===== src/rtl/flash_lock_regs.svh =====
`ifndef FLASH_LOCK_REGS_SVH
`define FLASH_LOCK_REGS_SVH
// Command opcodes
`define OPC_READ_LOCK 8'h3d
`define OPC_BLOCK_LOCK 8'h36
`define OPC_BLOCK_UNLOCK 8'h39
`define OPC_GLOBAL_LOCK 8'h7e
`define OPC_GLOBAL_UNLOCK 8'h98
`define OPC_RESET_ENABLE 8'h66
`define OPC_RESET_DEVICE 8'h99
// Bit counts of a frame
`define OPC_BITS 6'h08
`define ADDR_END_BITS 6'h20
// Lock bit index field of the address
`define LOCK_IDX_MSB 22
`define LOCK_IDX_LSB 16
`define SECT_IDX_LSB 12
// Lock bits after reset: all protected
`define LOCK_RESET_VAL {128{1'b1}}
// Reset recovery time
`define T_RST_US 30
`define SYS_CLK_MHZ 100
`define T_RST_CYC (`T_RST_US * `SYS_CLK_MHZ)
`endif


===== src/rtl/flash_lock_pkg.sv =====
package flash_lock_pkg;
  // Protection configuration bits
  typedef struct packed {
    logic lock_mode_select;
    logic protect_complement;
    logic sector_granularity;
    logic top_bottom_select;
    logic [2:0] protect_range_bits;
  } prot_cfg_t;
  // Frame engine states, Gray along the path
  typedef enum logic [1:0] {
    ST_IDLE = 2'b00,
    ST_SHIFT = 2'b01,
    ST_DATA = 2'b11
  } state_t;
endpackage


===== src/rtl/flash_lock_ctrl.sv =====
`timescale 1ns/1ns
`include "flash_lock_regs.svh"
// Operation
// RQ1: Individual locks apply only when mode bit 1
// RQ2: Mode 0 uses range protection bits only
// RQ3: Lock bits volatile, all ones after reset
// RQ4: Host sends read-lock opcode plus address
// RQ5: Lock byte shifted out falling edges MSB
// RQ6: Returned LSB 1 locked, 0 unlocked
// RQ7: Global lock sets every lock bit
// RQ8: Global unlock clears every lock bit
// RQ9: Global lock needs write enable latch set
// RQ10: Global unlock needs write enable latch set
// RQ11: Reset aborts work, restores volatile defaults
// RQ12: Reset only by enable then reset opcodes
// RQ13: Other command after enable cancels arming
// RQ14: Reset recovery lasts about thirty microseconds
// RQ15: Commands ignored during reset recovery
// RQ16: Host checks busy and suspend first
// RQ17: Block lock with address sets bit
// RQ18: Block unlock with address clears bit
// RQ19: Lock commands ignored without write enable
// RQ20: Address maps to lock bit by granularity; code always uses address bits 22:16, one bit per 64 KB block
module flash_lock_ctrl (
  // Clock and reset
  input wire logic sys_clk_i,
  input wire logic reset_i,
  // Serial pins
  input wire logic cs_n_i,
  input wire logic sclk_i,
  input wire logic [3:0] io_i,
  output logic [3:0] io_o,
  output logic [3:0] io_oe_n_o,
  // Mode and status from the rest of the device
  input wire logic four_line_command_mode_i,
  input wire logic write_enable_latch_i,
  input wire flash_lock_pkg::prot_cfg_t prot_cfg_i,
  // Array write-protection query
  input wire logic [23:0] chk_addr_i,
  output logic chk_protected_o,
  // Soft reset outputs
  output logic soft_reset_o,
  output logic busy_o
);
  // Synchronisers: stage 1 feeds only stage 2
  logic cs_s1_r, cs_s2_r, cs_s3_r;
  logic sclk_s1_r, sclk_s2_r, sclk_s3_r;
  logic [3:0] io_s1_r, io_s2_r;
  // Frame engine state
  flash_lock_pkg::state_t st_r, st_nxt;
  logic [31:0] sh_r, sh_nxt; // Opcode and address shifter
  logic [5:0] cnt_r, cnt_nxt; // Bits received, saturating
  logic [7:0] op_r, op_nxt; // Opcode of this frame
  logic [7:0] out_r, out_nxt; // Lock byte being sent
  logic [3:0] io_r, io_nxt;
  logic [3:0] oe_n_r, oe_n_nxt;
  // Lock and reset state
  logic [127:0] locks_r, locks_nxt;
  logic arm_r, arm_nxt; // Reset-enable seen
  logic [11:0] rcnt_r, rcnt_nxt; // Recovery countdown
  logic srst_r, srst_nxt;
  logic prot_r, prot_nxt;
  // Decoded helpers
  logic sclk_rise, sclk_fall, cs_rise, frame_end, four_line_command_mode;
  logic [5:0] cnt_inc;
  logic [6:0] blk_idx;
  // Pin synchronisers, two flops before any logic
  always_ff @(posedge sys_clk_i or posedge reset_i) begin
    if (reset_i) begin
      // Deselected, clock low: matches idle pins, no false edge
      {cs_s3_r, cs_s2_r, cs_s1_r} <= 3'h7;
      {sclk_s3_r, sclk_s2_r, sclk_s1_r} <= 3'h0;
      {io_s2_r, io_s1_r} <= 8'h00;
    end else begin
      {cs_s3_r, cs_s2_r, cs_s1_r} <= {cs_s2_r, cs_s1_r, cs_n_i};
      {sclk_s3_r, sclk_s2_r, sclk_s1_r} <= {sclk_s2_r, sclk_s1_r, sclk_i};
      {io_s2_r, io_s1_r} <= {io_s1_r, io_i};
    end
  end

  // Edges seen only on the synchronised copies
  assign sclk_rise = sclk_s2_r & ~sclk_s3_r;
  assign sclk_fall = ~sclk_s2_r & sclk_s3_r;
  assign cs_rise = cs_s2_r & ~cs_s3_r;
  assign frame_end = cs_rise && (st_r != flash_lock_pkg::ST_IDLE);
  assign four_line_command_mode = four_line_command_mode_i;
  assign cnt_inc = four_line_command_mode ? 6'h04 : 6'h01;
  // One lock bit per 64 KB block of the 8 MB array
  assign blk_idx = sh_r[`LOCK_IDX_MSB:`LOCK_IDX_LSB]; // RQ20

  // Range protection from the status bits alone
  function automatic logic range_prot(
    input flash_lock_pkg::prot_cfg_t c,
    input logic [23:0] a
  );
    logic [10:0] unit;
    logic [11:0] n;
    logic [11:0] total;
    logic hit;
    unit = c.sector_granularity ? a[22:12] : {4'h0, a[22:16]};
    total = c.sector_granularity ? 12'h800 : 12'h080;
    n = 12'h001 << (c.protect_range_bits - 3'h1);
    if (c.protect_range_bits == 3'h0) begin
      hit = 1'b0;
    end else if (c.protect_range_bits == 3'h7) begin
      hit = 1'b1;
    end else if (c.top_bottom_select) begin
      hit = {1'b0, unit} < n;
    end else begin
      hit = {1'b0, unit} >= (total - n);
    end
    return hit ^ c.protect_complement;
  endfunction

  // Frame engine: opcode, address and lock byte out
  always_comb begin
    st_nxt = st_r;
    sh_nxt = sh_r;
    cnt_nxt = cnt_r;
    op_nxt = op_r;
    out_nxt = out_r;
    io_nxt = io_r;
    oe_n_nxt = oe_n_r;
    case (st_r)
      flash_lock_pkg::ST_IDLE: begin
        // Recovery keeps the engine idle; a frame still selected when it ends is shifted from then on
        if (!cs_s2_r && !busy_o) begin // RQ15
          st_nxt = flash_lock_pkg::ST_SHIFT;
          cnt_nxt = 6'h00;
        end
      end
      flash_lock_pkg::ST_SHIFT: begin
        // Sample on rising clock edges
        if (sclk_rise) begin
          sh_nxt = four_line_command_mode ? {sh_r[27:0], io_s2_r} : {sh_r[30:0], io_s2_r[0]};
          if (cnt_r < `ADDR_END_BITS) begin
            cnt_nxt = cnt_r + cnt_inc;
          end
          if (cnt_r + cnt_inc == `OPC_BITS) begin
            op_nxt = sh_nxt[7:0];
          end
          // Address complete: load the lock byte
          if (cnt_r + cnt_inc == `ADDR_END_BITS
              && op_r == `OPC_READ_LOCK) begin
            st_nxt = flash_lock_pkg::ST_DATA;
            out_nxt = {7'h00,
              locks_r[sh_nxt[`LOCK_IDX_MSB:`LOCK_IDX_LSB]]}; // RQ6
          end
        end
      end
      flash_lock_pkg::ST_DATA: begin
        // Drive on falling edges, MSB first, byte repeats
        if (sclk_fall) begin // RQ5
          if (four_line_command_mode) begin
            io_nxt = out_r[7:4];
            oe_n_nxt = 4'h0;
            out_nxt = {out_r[3:0], out_r[7:4]};
          end else begin
            io_nxt = {2'b00, out_r[7], 1'b0};
            oe_n_nxt = 4'hd;
            out_nxt = {out_r[6:0], out_r[7]};
          end
        end
      end
      default: begin
        st_nxt = flash_lock_pkg::ST_IDLE;
      end
    endcase
    // Deselect ends every frame and releases the lines
    if (cs_s2_r) begin
      st_nxt = flash_lock_pkg::ST_IDLE;
      oe_n_nxt = 4'hf;
    end
  end
  // Frame engine registers
  always_ff @(posedge sys_clk_i or posedge reset_i) begin
    if (reset_i) begin
      st_r <= flash_lock_pkg::ST_IDLE;
      sh_r <= 32'h0;
      cnt_r <= 6'h00;
      {op_r, out_r} <= 16'h0000;
      {io_r, oe_n_r} <= 8'h0f;
    end else begin
      st_r <= st_nxt;
      sh_r <= sh_nxt;
      cnt_r <= cnt_nxt;
      {op_r, out_r} <= {op_nxt, out_nxt};
      {io_r, oe_n_r} <= {io_nxt, oe_n_nxt};
    end
  end

  // Commands execute at deselect, so a cut frame can only clear arm_r
  always_comb begin
    locks_nxt = locks_r;
    arm_nxt = arm_r;
    rcnt_nxt = (rcnt_r != 12'h000) ? rcnt_r - 12'h001 : 12'h000;
    srst_nxt = 1'b0;
    if (frame_end && cnt_r >= `OPC_BITS) begin
      // Any frame of at least eight bits but reset-enable disarms
      arm_nxt = (op_r == `OPC_RESET_ENABLE); // RQ13
      case (op_r)
        `OPC_GLOBAL_LOCK: begin
          if (write_enable_latch_i && cnt_r == `OPC_BITS) begin // RQ9
            locks_nxt = `LOCK_RESET_VAL; // RQ7
          end
        end
        `OPC_GLOBAL_UNLOCK: begin
          if (write_enable_latch_i && cnt_r == `OPC_BITS) begin // RQ10
            locks_nxt = '0; // RQ8
          end
        end
        `OPC_BLOCK_LOCK: begin
          // Without write enable the bit stays put
          if (write_enable_latch_i && cnt_r == `ADDR_END_BITS) begin // RQ19
            locks_nxt[blk_idx] = 1'b1; // RQ17
          end
        end
        `OPC_BLOCK_UNLOCK: begin
          if (write_enable_latch_i && cnt_r == `ADDR_END_BITS) begin // RQ19
            locks_nxt[blk_idx] = 1'b0; // RQ18
          end
        end
        `OPC_RESET_DEVICE: begin
          // Only straight after an enable frame, any mode
          if (arm_r && cnt_r == `OPC_BITS) begin // RQ12
            srst_nxt = 1'b1; // RQ11
            locks_nxt = `LOCK_RESET_VAL; // RQ3
            rcnt_nxt = 12'(`T_RST_CYC - 1); // RQ14
          end
        end
        default: locks_nxt = locks_r;
      endcase
    end
  end

  // Protection verdict for the queried address
  always_comb begin
    if (prot_cfg_i.lock_mode_select) begin
      prot_nxt = locks_r[chk_addr_i[`LOCK_IDX_MSB:`LOCK_IDX_LSB]]; // RQ1
    end else begin
      prot_nxt = range_prot(prot_cfg_i, chk_addr_i); // RQ2
    end
  end
  // Lock and reset registers; locks start protected
  always_ff @(posedge sys_clk_i or posedge reset_i) begin
    if (reset_i) begin
      locks_r <= `LOCK_RESET_VAL; // RQ3
      {arm_r, srst_r} <= 2'h0;
      rcnt_r <= 12'h000;
      prot_r <= 1'b1;
    end else begin
      locks_r <= locks_nxt;
      {arm_r, srst_r} <= {arm_nxt, srst_nxt};
      rcnt_r <= rcnt_nxt;
      prot_r <= prot_nxt;
    end
  end

  assign io_o = io_r;
  assign io_oe_n_o = oe_n_r;
  assign chk_protected_o = prot_r;
  assign soft_reset_o = srst_r;
  assign busy_o = (rcnt_r != 12'h000);
endmodule


===== config.mk =====
export PLATFORM = sky130hd
export DESIGN_NAME = flash_lock_ctrl
export DESIGN_NICKNAME = d
export VERILOG_FILES = /design/src/rtl/flash_lock_pkg.sv /design/src/rtl/flash_lock_ctrl.sv
export VERILOG_INCLUDE_DIRS = /design/src /design/src/rtl
export SDC_FILE = /design/constraint.sdc
export NUM_CORES = 1
export LEC_CHECK = 0
export BUFFER_PORTS_ARGS = -buffer_cell sky130_fd_sc_hd__buf_4
export CAP_MARGIN = 40
export CORE_MARGIN = 8
export CORE_UTILIZATION = 43
export CTS_BUF_LIST = sky130_fd_sc_hd__clkbuf_2 sky130_fd_sc_hd__clkbuf_4 sky130_fd_sc_hd__clkbuf_8
export CTS_CLUSTER_SIZE = 16
export DETAILED_ROUTE_END_ITERATION = 7
export GPL_TIMING_DRIVEN = 0
export PLACE_DENSITY = 0.64
export SLEW_MARGIN = 20
export SYNTH_ARGS = -nofsm -noshare
export SYNTH_HDL_FRONTEND = slang
export SYNTH_SLANG_ARGS = --single-unit

===== constraint.sdc =====
create_clock -name sys_clk_i -period 9.6 [get_ports sys_clk_i]
set_input_delay 1.44 -clock sys_clk_i [delete_from_list [all_inputs] [get_ports sys_clk_i]]
set_output_delay 1.44 -clock sys_clk_i [all_outputs]
set_load 0.02 [all_outputs]

==> metrics.yaml, run 1 <==
run_status:
  status: "finished, final reports clean"
placed_design:
  hpwlAfterDp_um: 33700
  io_buffers: 34
  place_area_um2: 14700
  dp_slack_ns: 4.37
  gp_congestion: 0.994
drt:
  vias_per_cell: 6.55
  drcViolationCount: 0
  ant_nets: 0
  totalWireLength_um: 48700
  drt_pass1_iterations: 6
  num_vias: 13240
  drtIter0Drc: 1935
  wire_per_inst_um: 24.1
logic_synthesis:
  synth-seq-area-share: 0.392
  synth_top_family_by_area: "compound AO/OA/AOI/OAI gates"
  yosysUniqueCellTypes: 70
  syn_inst: 1491
  synthSimpleGateAreaFrac: 0.140
  ys.warnings.count: 0
  syn-num-nets: 1558
  synth-seq-cells: 210
  synth_xor_area_frac: 0.00951
  synthFlopType: "dfstp_2"
  synth-edff-count: 0
  synth_compound_area_frac: 0.248
  synthArstFlopShare: 1.00
  synthAdderAreaFrac: 0.0243
  avgSynthCellArea_um2: 9.27
  netlist_area_um2: 13800
  synthMuxAreaShare: 0.129
run:
  cap_violations: 0
layout:
  final_nets: 1656
  fin_util: 0.494
  design_area_um2: 15600
  area_growth_pct: 13.2
  diodes: 0
  drive_above_1_share: 0.263
die:
  fp.dieW_um: 195
  io_pins: 52
  coreArea_um2: 31600
  row_count: 65
  die_area_um2: 38100
  die_h_um: 195
  start_util: 0.437
critical_path:
  end_kind: "flop"
  cp_max_fo: 10
  cp.required_ns: 10.07
  crit_path_start_kind: "input pin"
  path_class: "in2reg"
  arrival_ns: 5.12
power:
  sequentialPowerShare: 0.328
  power_density_nw_per_um2: 201
  irDropWorstVdd_mv: 0.122
  p_leak_nw: 6.31
  p_comb_frac: 0.383
  swShare: 0.429
  netSwitchingPower_mw: 1.35
  pwr-share-clk: 0.289
  p_int_mw: 1.80
global_routing:
  grt_overflow: 0
  grt_pass1_wl_um: 76000
  grt_pass1_vias: 12872
  antenna_found_initial: 0
  grt_max_degree: 91
  groute.usage.overall: 0.251
cts:
  clock-root-buffer: "clkbuf_8"
  cts_resized: 0
  clk_pin_slew_ns: 0.06
  clk_latency_ns: 0.56
  cts.htree.levels: 2
  clock_sinks: 210
  numCtsBuffers: 41
  holdBufCountCts: 0
  cts_tree: "yes"
  clock_path_buffers: 3
  cts_setup_buffers: 0
sta:
  worst_pin_slew_ns: 0.967
  fmax_ghz: 0.215
  setup_viol: 0
  rsz0062_at_grt: "false"
  skew_ns: 0.0250
  fin_crit_ns: 4.65
  slew_headroom: 0.355
  whs_ns: 0.334
  fin_ws_ns: 4.95
  hold_viol_final: 0
  final_max_slew_viol_count: 0
  finalCritPeriodShare: 0.485
min_path:
  worstHoldPathType: "reg2reg"
[sequential cells by signal (all words and copies together), names as in the netlist]
signal / cells
arm_r: 1
chk_protected_o: 1
cnt_r: 6
cs_s1_r: 1
cs_s2_r: 1
cs_s3_r: 1
io_o: 4
io_oe_n_o: 2
io_s1_r: 4
io_s2_r: 4
locks_r: 128
op_r: 8
out_r: 8
rcnt_r: 12
sclk_s1_r: 1
sclk_s2_r: 1
sclk_s3_r: 1
sh_r: 23
soft_reset_o: 1
st_r: 2
[Yosys cell counts (4+ instances only)]
cell type / number / area (um2)
xnor2_1: 8 / 70.1
xor2_1: 7 / 61.3
mux2i_1: 45 / 450
mux2_2: 19 / 214
nand3b_1: 8 / 60.1
a221oi_1: 14 / 123
nor2_1: 125 / 469
buf_4: 4 / 30.0
nor4bb_1: 4 / 40.0
o31ai_1: 4 / 30.0
a21oi_1: 158 / 791
a21o_1: 5 / 37.5
nand4_1: 4 / 25.0
mux4_2: 49 / 1100
o22ai_1: 10 / 62.6
nor2b_1: 7 / 43.8
dfstp_2: 134 / 3520
and2_1: 7 / 43.8
buf_2: 25 / 125
dfrtp_1: 76 / 1900
nand2b_1: 13 / 81.3
nand2_1: 111 / 417
ha_1: 26 / 325
nor2_2: 50 / 313
a311oi_1: 6 / 52.6
o21ai_1: 121 / 606
buf_6: 7 / 78.8
clkbuf_1: 120 / 450
o21ai_0: 57 / 285
a22o_1: 8 / 70.1
or3_1: 6 / 37.5
nand3_1: 17 / 85.1
inv_1: 21 / 78.8
a41oi_1: 125 / 1090
nor3_1: 27 / 135
buf_1: 5 / 18.8
[worst max-delay path, cell delays in order]
cell and delay [ns]:
clkbuf_1 0.57, clkbuf_1 0.48, buf_6 0.23, buf_2 0.41, mux2_2 0.27, ha_1 0.26
nand4_1 0.09, and3_1 0.15, o21ai_0 0.11, a221oi_1 0.38, o32ai_1 0.19, o221a_2 0.27
a221o_1 0.26
[power by group through the flow]
stage | combinational [mW] | clock, mW | sequential, mW
2_1_floorplan | 0.675 | 0 | 1.02
3_3_place_gp | 1.08 | 0 | 1.04
3_5_place_dp | 1.12 | 0 | 1.04
4_1_cts | 1.12 | 0.924 | 1.03
5_1_grt | 1.26 | 0.962 | 1.04
6_report | 1.20 | 0.909 | 1.03
[cell type report]
cell class / count / area [um2]
sequential: 210 / 5420
clock buffer: 62 / 753
fill: 3006 / 16000
timing repair buffer: 55 / 482
multi-input combinational: 1099 / 7630
buffer: 161 / 703
inverter: 21 / 86.3
clock inverter: 10 / 53.8
tap: 402 / 503
[per-stage QoR]
step / instances / total power, mW / setup TNS (ns)
floorplan: 1491 / 1.70 / 0
global route: 2020 / 3.27 / 0
global placement: 1927 / 2.12 / -3.99
finish: 2020 / 3.15 / 0
detailed placement: 1939 / 2.16 / 0
CTS: 2011 / 3.08 / 0
[layer usage]
metal	GRT usage	up-vias	share of wire
li1	-	5814	-
met1	0.330	6461	0.41
met2	0.369	768	0.43
met3	0.0753	197	0.11
met4	0.130	0	0.052
met5	0.00132	-	0
[cells in the final DEF, fill, tap and decap left out, types with 5 or more instances in the layout]
cell and instances:
nor2b_1 7, mux4_2 49, nand3_1 17, clkinv_2 9, buf_1 5, a21o_1 5, o22ai_1 10, clkbuf_4 16
a221oi_1 14, and2_1 7, a22o_1 8, nor2_1 125, a311oi_1 6, nand2_1 111, nor2_2 50, nor3_1 27
or3_1 6, xor2_1 7, buf_6 18, nand2b_1 13, inv_1 20, ha_1 26, a41oi_1 125, nand3b_1 8
mux2i_1 44, mux2_2 19, o21ai_1 121, clkbuf_1 120, xnor2_1 8, dfrtp_1 76, buf_2 30, a21oi_1 158
dfstp_2 134, clkbuf_8 46, o21ai_0 57, buf_4 41
[cell families (layout without fill, tap and decap cells)]
family | count (synthesis) | count (layout)
AO/OA/AOI/OAI | 541 | 541
AND/OR/NAND/NOR | 402 | 402
buffers and inverters | 182 | 309
XOR/XNOR | 15 | 15
multiplexers | 114 | 114
adder cells (fa/ha/maj) | 27 | 27
flip-flops | 210 | 210
[worst paths after layout]
check | from | end | slack (ns) | cells past startpoint
worst max-delay path | chk_addr_i[17] | chk_protected_o | 4.95 | 13
worst min-delay path | sclk_s1_r | sclk_s2_r | 0.33 | 0
worst max register to register | op_r[4] | locks_r[83] | 6.03 | 8
worst min register to register | sclk_s1_r | sclk_s2_r | 0.33 | 0
max in group asynchronous | reset_i | locks_r[29] | 7.88 | 3
min in group asynchronous | reset_i | io_s2_r[3] | 0.90 | 2
No activity file was read; power rests on OpenSTA's default activity.
==> run 2: changes to the inputs <==
==> constraint.sdc (replaced) <==
create_clock -name sys_clk_i -period 4.5 [get_ports sys_clk_i]
set_input_delay 0.675 -clock sys_clk_i [delete_from_list [all_inputs] [get_ports sys_clk_i]]
set_output_delay 0.675 -clock sys_clk_i [all_outputs]
set_load 0.02 [all_outputs]
==> run 2 against run 1 <==
Against the previous run:
- sequential share of layout area decreased by 0.35 points
- sequential cell count unchanged
- critical path depth decreased by 3
- non-clock buffer count increased by 6
- combinational power increased by 130%
==> metrics.yaml, run 2 (synthesis results as in run 1) <==
run_status:
  status: "finished, final reports clean"
layout:
  reg.largest.list: "locks_r: 128 flops, sh_r: 23 flops, rcnt_r: 12 flops"
  final_nets: 1662
  drive_above_1_share: 0.266
  design_area_um2: 15800
  regMostFlops: "locks_r"
  fillers: 3008
  final_common_cell: "a21oi_1"
  ff_latch_area_um2: 5420
  largest_register_ff_count: 128
  multi_input_area_um2: 7630
  diodes: 0
  area_growth_pct: 14.3
  fin_util: 0.499
  final_cell_mix: "a21oi_1, dfstp_2, nor2_1, a41oi_1, o21ai_1"
  stdcell_count: 2025
die:
  coreArea_um2: 31600
  die_h_um: 195
  fp.dieW_um: 195
  row_count: 65
  start_util: 0.437
  die_area_um2: 38100
  io_pins: 52
cts:
  cts_setup_buffers: 0
  cts.htree.levels: 2
  clock_path_buffers: 3
  clock_sinks: 210
  clk_pin_slew_ns: 0.06
  clock-root-buffer: "clkbuf_8"
  holdBufCountCts: 0
  cts_resized: 0
  clk_latency_ns: 0.56
  numCtsBuffers: 41
  cts_tree: "yes"
global_routing:
  grt_pass1_wl_um: 76400
  grt_pass1_vias: 12977
  grt_max_degree: 33
  grt_overflow: 0
  groute.usage.overall: 0.253
  antenna_found_initial: 0
critical_path:
  reg2reg_to: "locks_r[93]"
  cp.required_ns: 4.96
  rr_worst_depth: 8
  crit_path_start_kind: "input pin"
  end_kind: "flop"
  reg2reg_slack_ns: 0.92
  r2r-start: "op_r[4]"
  path_class: "in2reg"
  arrival_ns: 4.37
  cp_max_fo: 10
power:
  total_power_mw: 7.08
  irDropWorstVdd_mv: 0.345
  p_leak_nw: 6.37
  power_density_nw_per_um2: 448
placed_design:
  place_area_um2: 14800
  hpwlAfterDp_um: 34600
  io_buffers: 34
  gp_congestion: 0.984
  place_inst: 1944
sta:
  fmax_ghz: 0.255
  setup_viol: 0
  finalCritPeriodShare: 0.871
  slew_headroom: 0.324
  skew_ns: 0.0264
  whs_ns: 0.241
  worst_pin_slew_ns: 1.01
  fin_crit_ns: 3.92
  rsz0062_at_grt: "false"
  final_max_slew_viol_count: 0
  hold_viol_final: 0
drt:
  ant_nets: 0
  num_vias: 13327
  wire_per_inst_um: 24.4
  drtIter0Drc: 1670
  vias_per_cell: 6.58
  totalWireLength_um: 49400
  drt_pass1_iterations: 6
  drcViolationCount: 0
run:
  cap_violations: 0
min_path:
  worstHoldPathType: "in2async"
==> run 2: cell types whose count changed in the layout (fill, tap and decap cells not counted), sizes merged <==
cell	delta
buf	+5
clkinvlp	+2
bufinv	+1
clkinv	-5
clkbuf	+3
inv	-1
==> run 2: where the power goes <==
group,internal (mW),switching [mW]
Sequential,2.09,0.172
Clock,1.20,0.862
Combinational,0.869,1.88
==> run 2: per-stage QoR <==
| stage | setup slack [ns] | setup TNS [ns] |
|---|---|---|
| finish | 0.582 | 0 |
| global route | 0.505 | 0 |
| CTS | 0.553 | 0 |
| detailed placement | 0.0102 | 0 |
| global placement | -0.248 | -17.43 |
| floorplan | 0.797 | 0 |
==> run 2: final cells by class <==
| class | count | area share |
|---|---|---|
| clock inverter | 7 | 0.00420 |
| tap | 402 | 0.0318 |
| timing repair buffer | 61 | 0.0363 |
| inverter | 21 | 0.00523 |
| multi-input combinational | 1099 | 0.483 |
| clock buffer | 64 | 0.0514 |
| sequential | 210 | 0.343 |
| buffer | 161 | 0.0445 |
==> run 2: worst max path at each step <==
stage | from | endpoint | slack, ns | depth (start not counted)
final | chk_addr_i[17] | chk_protected_o | 0.58 | 10
after floorplan | prot_cfg_i[0] | chk_protected_o | 0.80 | 15
after global placement | reset_i | rcnt_r[4] | -0.25 | 2
after detailed placement | chk_addr_i[16] | chk_protected_o | 0.01 | 12
after CTS | chk_addr_i[16] | chk_protected_o | 0.55 | 12
after global routing | prot_cfg_i[1] | chk_protected_o | 0.50 | 15
==> run 2: worst max-delay path: stages <==
cell and delay [ns]:
clkbuf_1 0.58, clkbuf_1 0.49, buf_6 0.23, buf_2 0.38, mux4_2 0.38, a221oi_1 0.86
o22ai_1 0.21, nor2_1 0.14, a21oi_1 0.08, a221o_1 0.34
==> run 2: per-layer routing <==
layer  part of all wire  global-route usage  wire length [um]  vias to the layer above
li1                   -                   -                 -                     5822
met1               0.42               0.342             20700                     6493
met2               0.43               0.375             21100                      809
met3               0.10              0.0609              4960                      203
met4              0.054               0.129              2680                        0
met5                  0                   0                 0                        -
==> run 3: changes to the inputs <==
--- a/config.mk
+++ b/config.mk
@@ -13,7 +13,6 @@
 export CTS_BUF_LIST = sky130_fd_sc_hd__clkbuf_2 sky130_fd_sc_hd__clkbuf_4 sky130_fd_sc_hd__clkbuf_8
 export CTS_CLUSTER_SIZE = 16
 export DETAILED_ROUTE_END_ITERATION = 7
-export GPL_TIMING_DRIVEN = 0
 export PLACE_DENSITY = 0.64
 export SLEW_MARGIN = 20
 export SYNTH_ARGS = -nofsm -noshare
==> run 3 against run 2 <==
Against the previous run:
- register-to-register slack improved by 0.27 ns
- cell area fell by 1.9%
- setup slack improved by 0.44 ns
- die area did not move
- global-route usage fell by 3.8 points
- power fell by 2.0%
- largest power group unchanged
- critical path depth rose by 5
- core utilization fell by 0.93 points
- maximum frequency rose by 13%
==> metrics.yaml, run 3 (synthesis results as in run 1) <==
drt:
  num_vias: 12295
  drcViolationCount: 0
  totalWireLength_um: 41400
  wire_per_inst_um: 21.8
  drt_pass1_iterations: 5
  vias_per_cell: 6.46
  drtIter0Drc: 1421
  ant_nets: 0
power:
  p_comb_frac: 0.369
  p_int_mw: 4.20
  netSwitchingPower_mw: 2.73
  sequentialPowerShare: 0.334
  swShare: 0.394
  p_leak_nw: 6.28
  pwr-share-clk: 0.298
  irDropWorstVdd_mv: 0.398
  power_density_nw_per_um2: 447
sta:
  fmax_ghz: 0.287
  fin_ws_ns: 1.02
  finalCritPeriodShare: 0.773
  final_max_slew_viol_count: 0
  setup_viol: 0
  worst_pin_slew_ns: 0.847
  slew_headroom: 0.435
  fin_tns_setup_ns: 0
  whs_ns: 0.237
  fin_crit_ns: 3.48
  skew_ns: 0.0179
  hold_viol_final: 0
  rsz0062_at_grt: "false"
critical_path:
  crit_chain: "buf_4 -> nor2_1 -> ha_1 -> nand3b_1 -> ha_1 -> nor2b_1 -> mux2i_1 -> ha_1 -> a21oi_1 -> and3_1 -> o21ai_0 -> a221oi_1 -> o32ai_1 -> o221a_2 -> a221o_1"
  slowest_delay_ns: 0.36
  path_class: "in2reg"
  cpMostUsedCell: "ha_1"
  critical-path-top-delay-family: "compound AO/OA/AOI/OAI gates"
  cp_max_fo: 10
  reg2reg_slack_ns: 1.19
  arrival_ns: 3.95
  end_kind: "flop"
  crit_path_start_kind: "input pin"
  cp.required_ns: 4.97
  crit_buf_inv: 1
  cpMaxStageDelayCell: "a221oi_1"
cts:
  cts.htree.levels: 2
  clock_path_buffers: 3
  clock-root-buffer: "clkbuf_8"
  numCtsBuffers: 40
  clk_latency_ns: 0.54
  holdBufCountCts: 0
  clock_sinks: 210
  clk_pin_slew_ns: 0.06
  cts_setup_buffers: 0
  cts_resized: 0
  cts_tree: "yes"
global_routing:
  grt_overflow: 0
  grt_pass1_vias: 11980
  groute.usage.overall: 0.215
  grt_max_degree: 126
  grt_pass1_wl_um: 68000
  antenna_found_initial: 0
run_status:
  status: "finished, final reports clean"
layout:
  area_growth_pct: 12.2
  ff_latch_area_um2: 5420
  final_nets: 1538
  drive_above_1_share: 0.298
  diodes: 0
  final_cell_mix: "a21oi_1, dfstp_2, a41oi_1, nor2_1, o21ai_1"
  fillers: 2894
  regMostFlops: "locks_r"
  final_common_cell: "a21oi_1"
  largest_register_ff_count: 128
  reg.largest.list: "locks_r: 128 flops, sh_r: 23 flops, rcnt_r: 12 flops"
  multi_input_area_um2: 7700
  fin_util: 0.490
die:
  start_util: 0.437
  coreArea_um2: 31600
  row_count: 65
  io_pins: 52
  fp.dieW_um: 195
  die_h_um: 195
  die_area_um2: 38100
run:
  cap_violations: 0
placed_design:
  hpwlAfterDp_um: 25500
  io_buffers: 38
  gp_congestion: 0.907
  dp_slack_ns: 0.455
min_path:
  worstHoldPathType: "in2reg"
-- run 3: cell types whose count changed in the layout (fill, tap and decap cells not counted), sizes merged --
| cell | before | now |
|---|---|---|
| clkinv | 4 | 5 |
| buf | 101 | 99 |
| clkbuf | 185 | 64 |
-- run 3: routing by layer --
metal,up-vias,wire length [um],GRT usage
met4,0,1130,0.0738
met3,84,3340,0.0456
met5,-,0,0
li1,5577,-,-
met1,6123,18200,0.295
met2,511,18800,0.334
-- run 3: per-stage QoR --
step           power (mW)  cell area (um2)  instances
2_1_floorplan        3.94            13800       1491
3_3_place_gp         4.75            14400       1812
3_5_place_dp         4.84            14600       1828
4_1_cts              6.91            15500       1900
5_1_grt              7.34            15500       1903
6_report             6.94            15500       1903
-- run 3: layout make-up --
cell class	instances	share of cell area
Multi-Input combinational cell	1099	0.497
Sequential cell	210	0.350
Timing Repair Buffer	99	0.0590
Clock buffer	64	0.0520
Tap cell	402	0.0324
Inverter	21	0.00533
Clock inverter	8	0.00460
-- run 3: power by group through the flow --
stage          clock network (mW)  logic [mW]  registers, mW
2_1_floorplan                   0        1.71           2.24
3_3_place_gp                    0        2.43           2.33
3_5_place_dp                    0        2.50           2.34
4_1_cts                      2.10        2.50           2.31
5_1_grt                      2.19        2.81           2.35
6_report                     2.07        2.56           2.31
-- run 3: worst paths after layout --
check | from | endpoint | cells after the start
max | prot_cfg_i[1] | chk_protected_o | 15
min | cs_n_i | cs_s1_r | 1
max in group asynchronous | reset_i | locks_r[88] | 3
min reg2reg | io_s1_r[3] | io_s2_r[3] | 0
min in group asynchronous | reset_i | sh_r[16] | 2
max reg2reg | op_r[2] | locks_r[91] | 8
-- run 3: worst register-to-register path, delay by kind of cell, from the launching register on --
family                 cells  cell delay, ns
buffers and inverters      1            0.36
AO/OA/AOI/OAI              5            1.82
flip-flops                 1            0.46
AND/OR/NAND/NOR            2            0.60
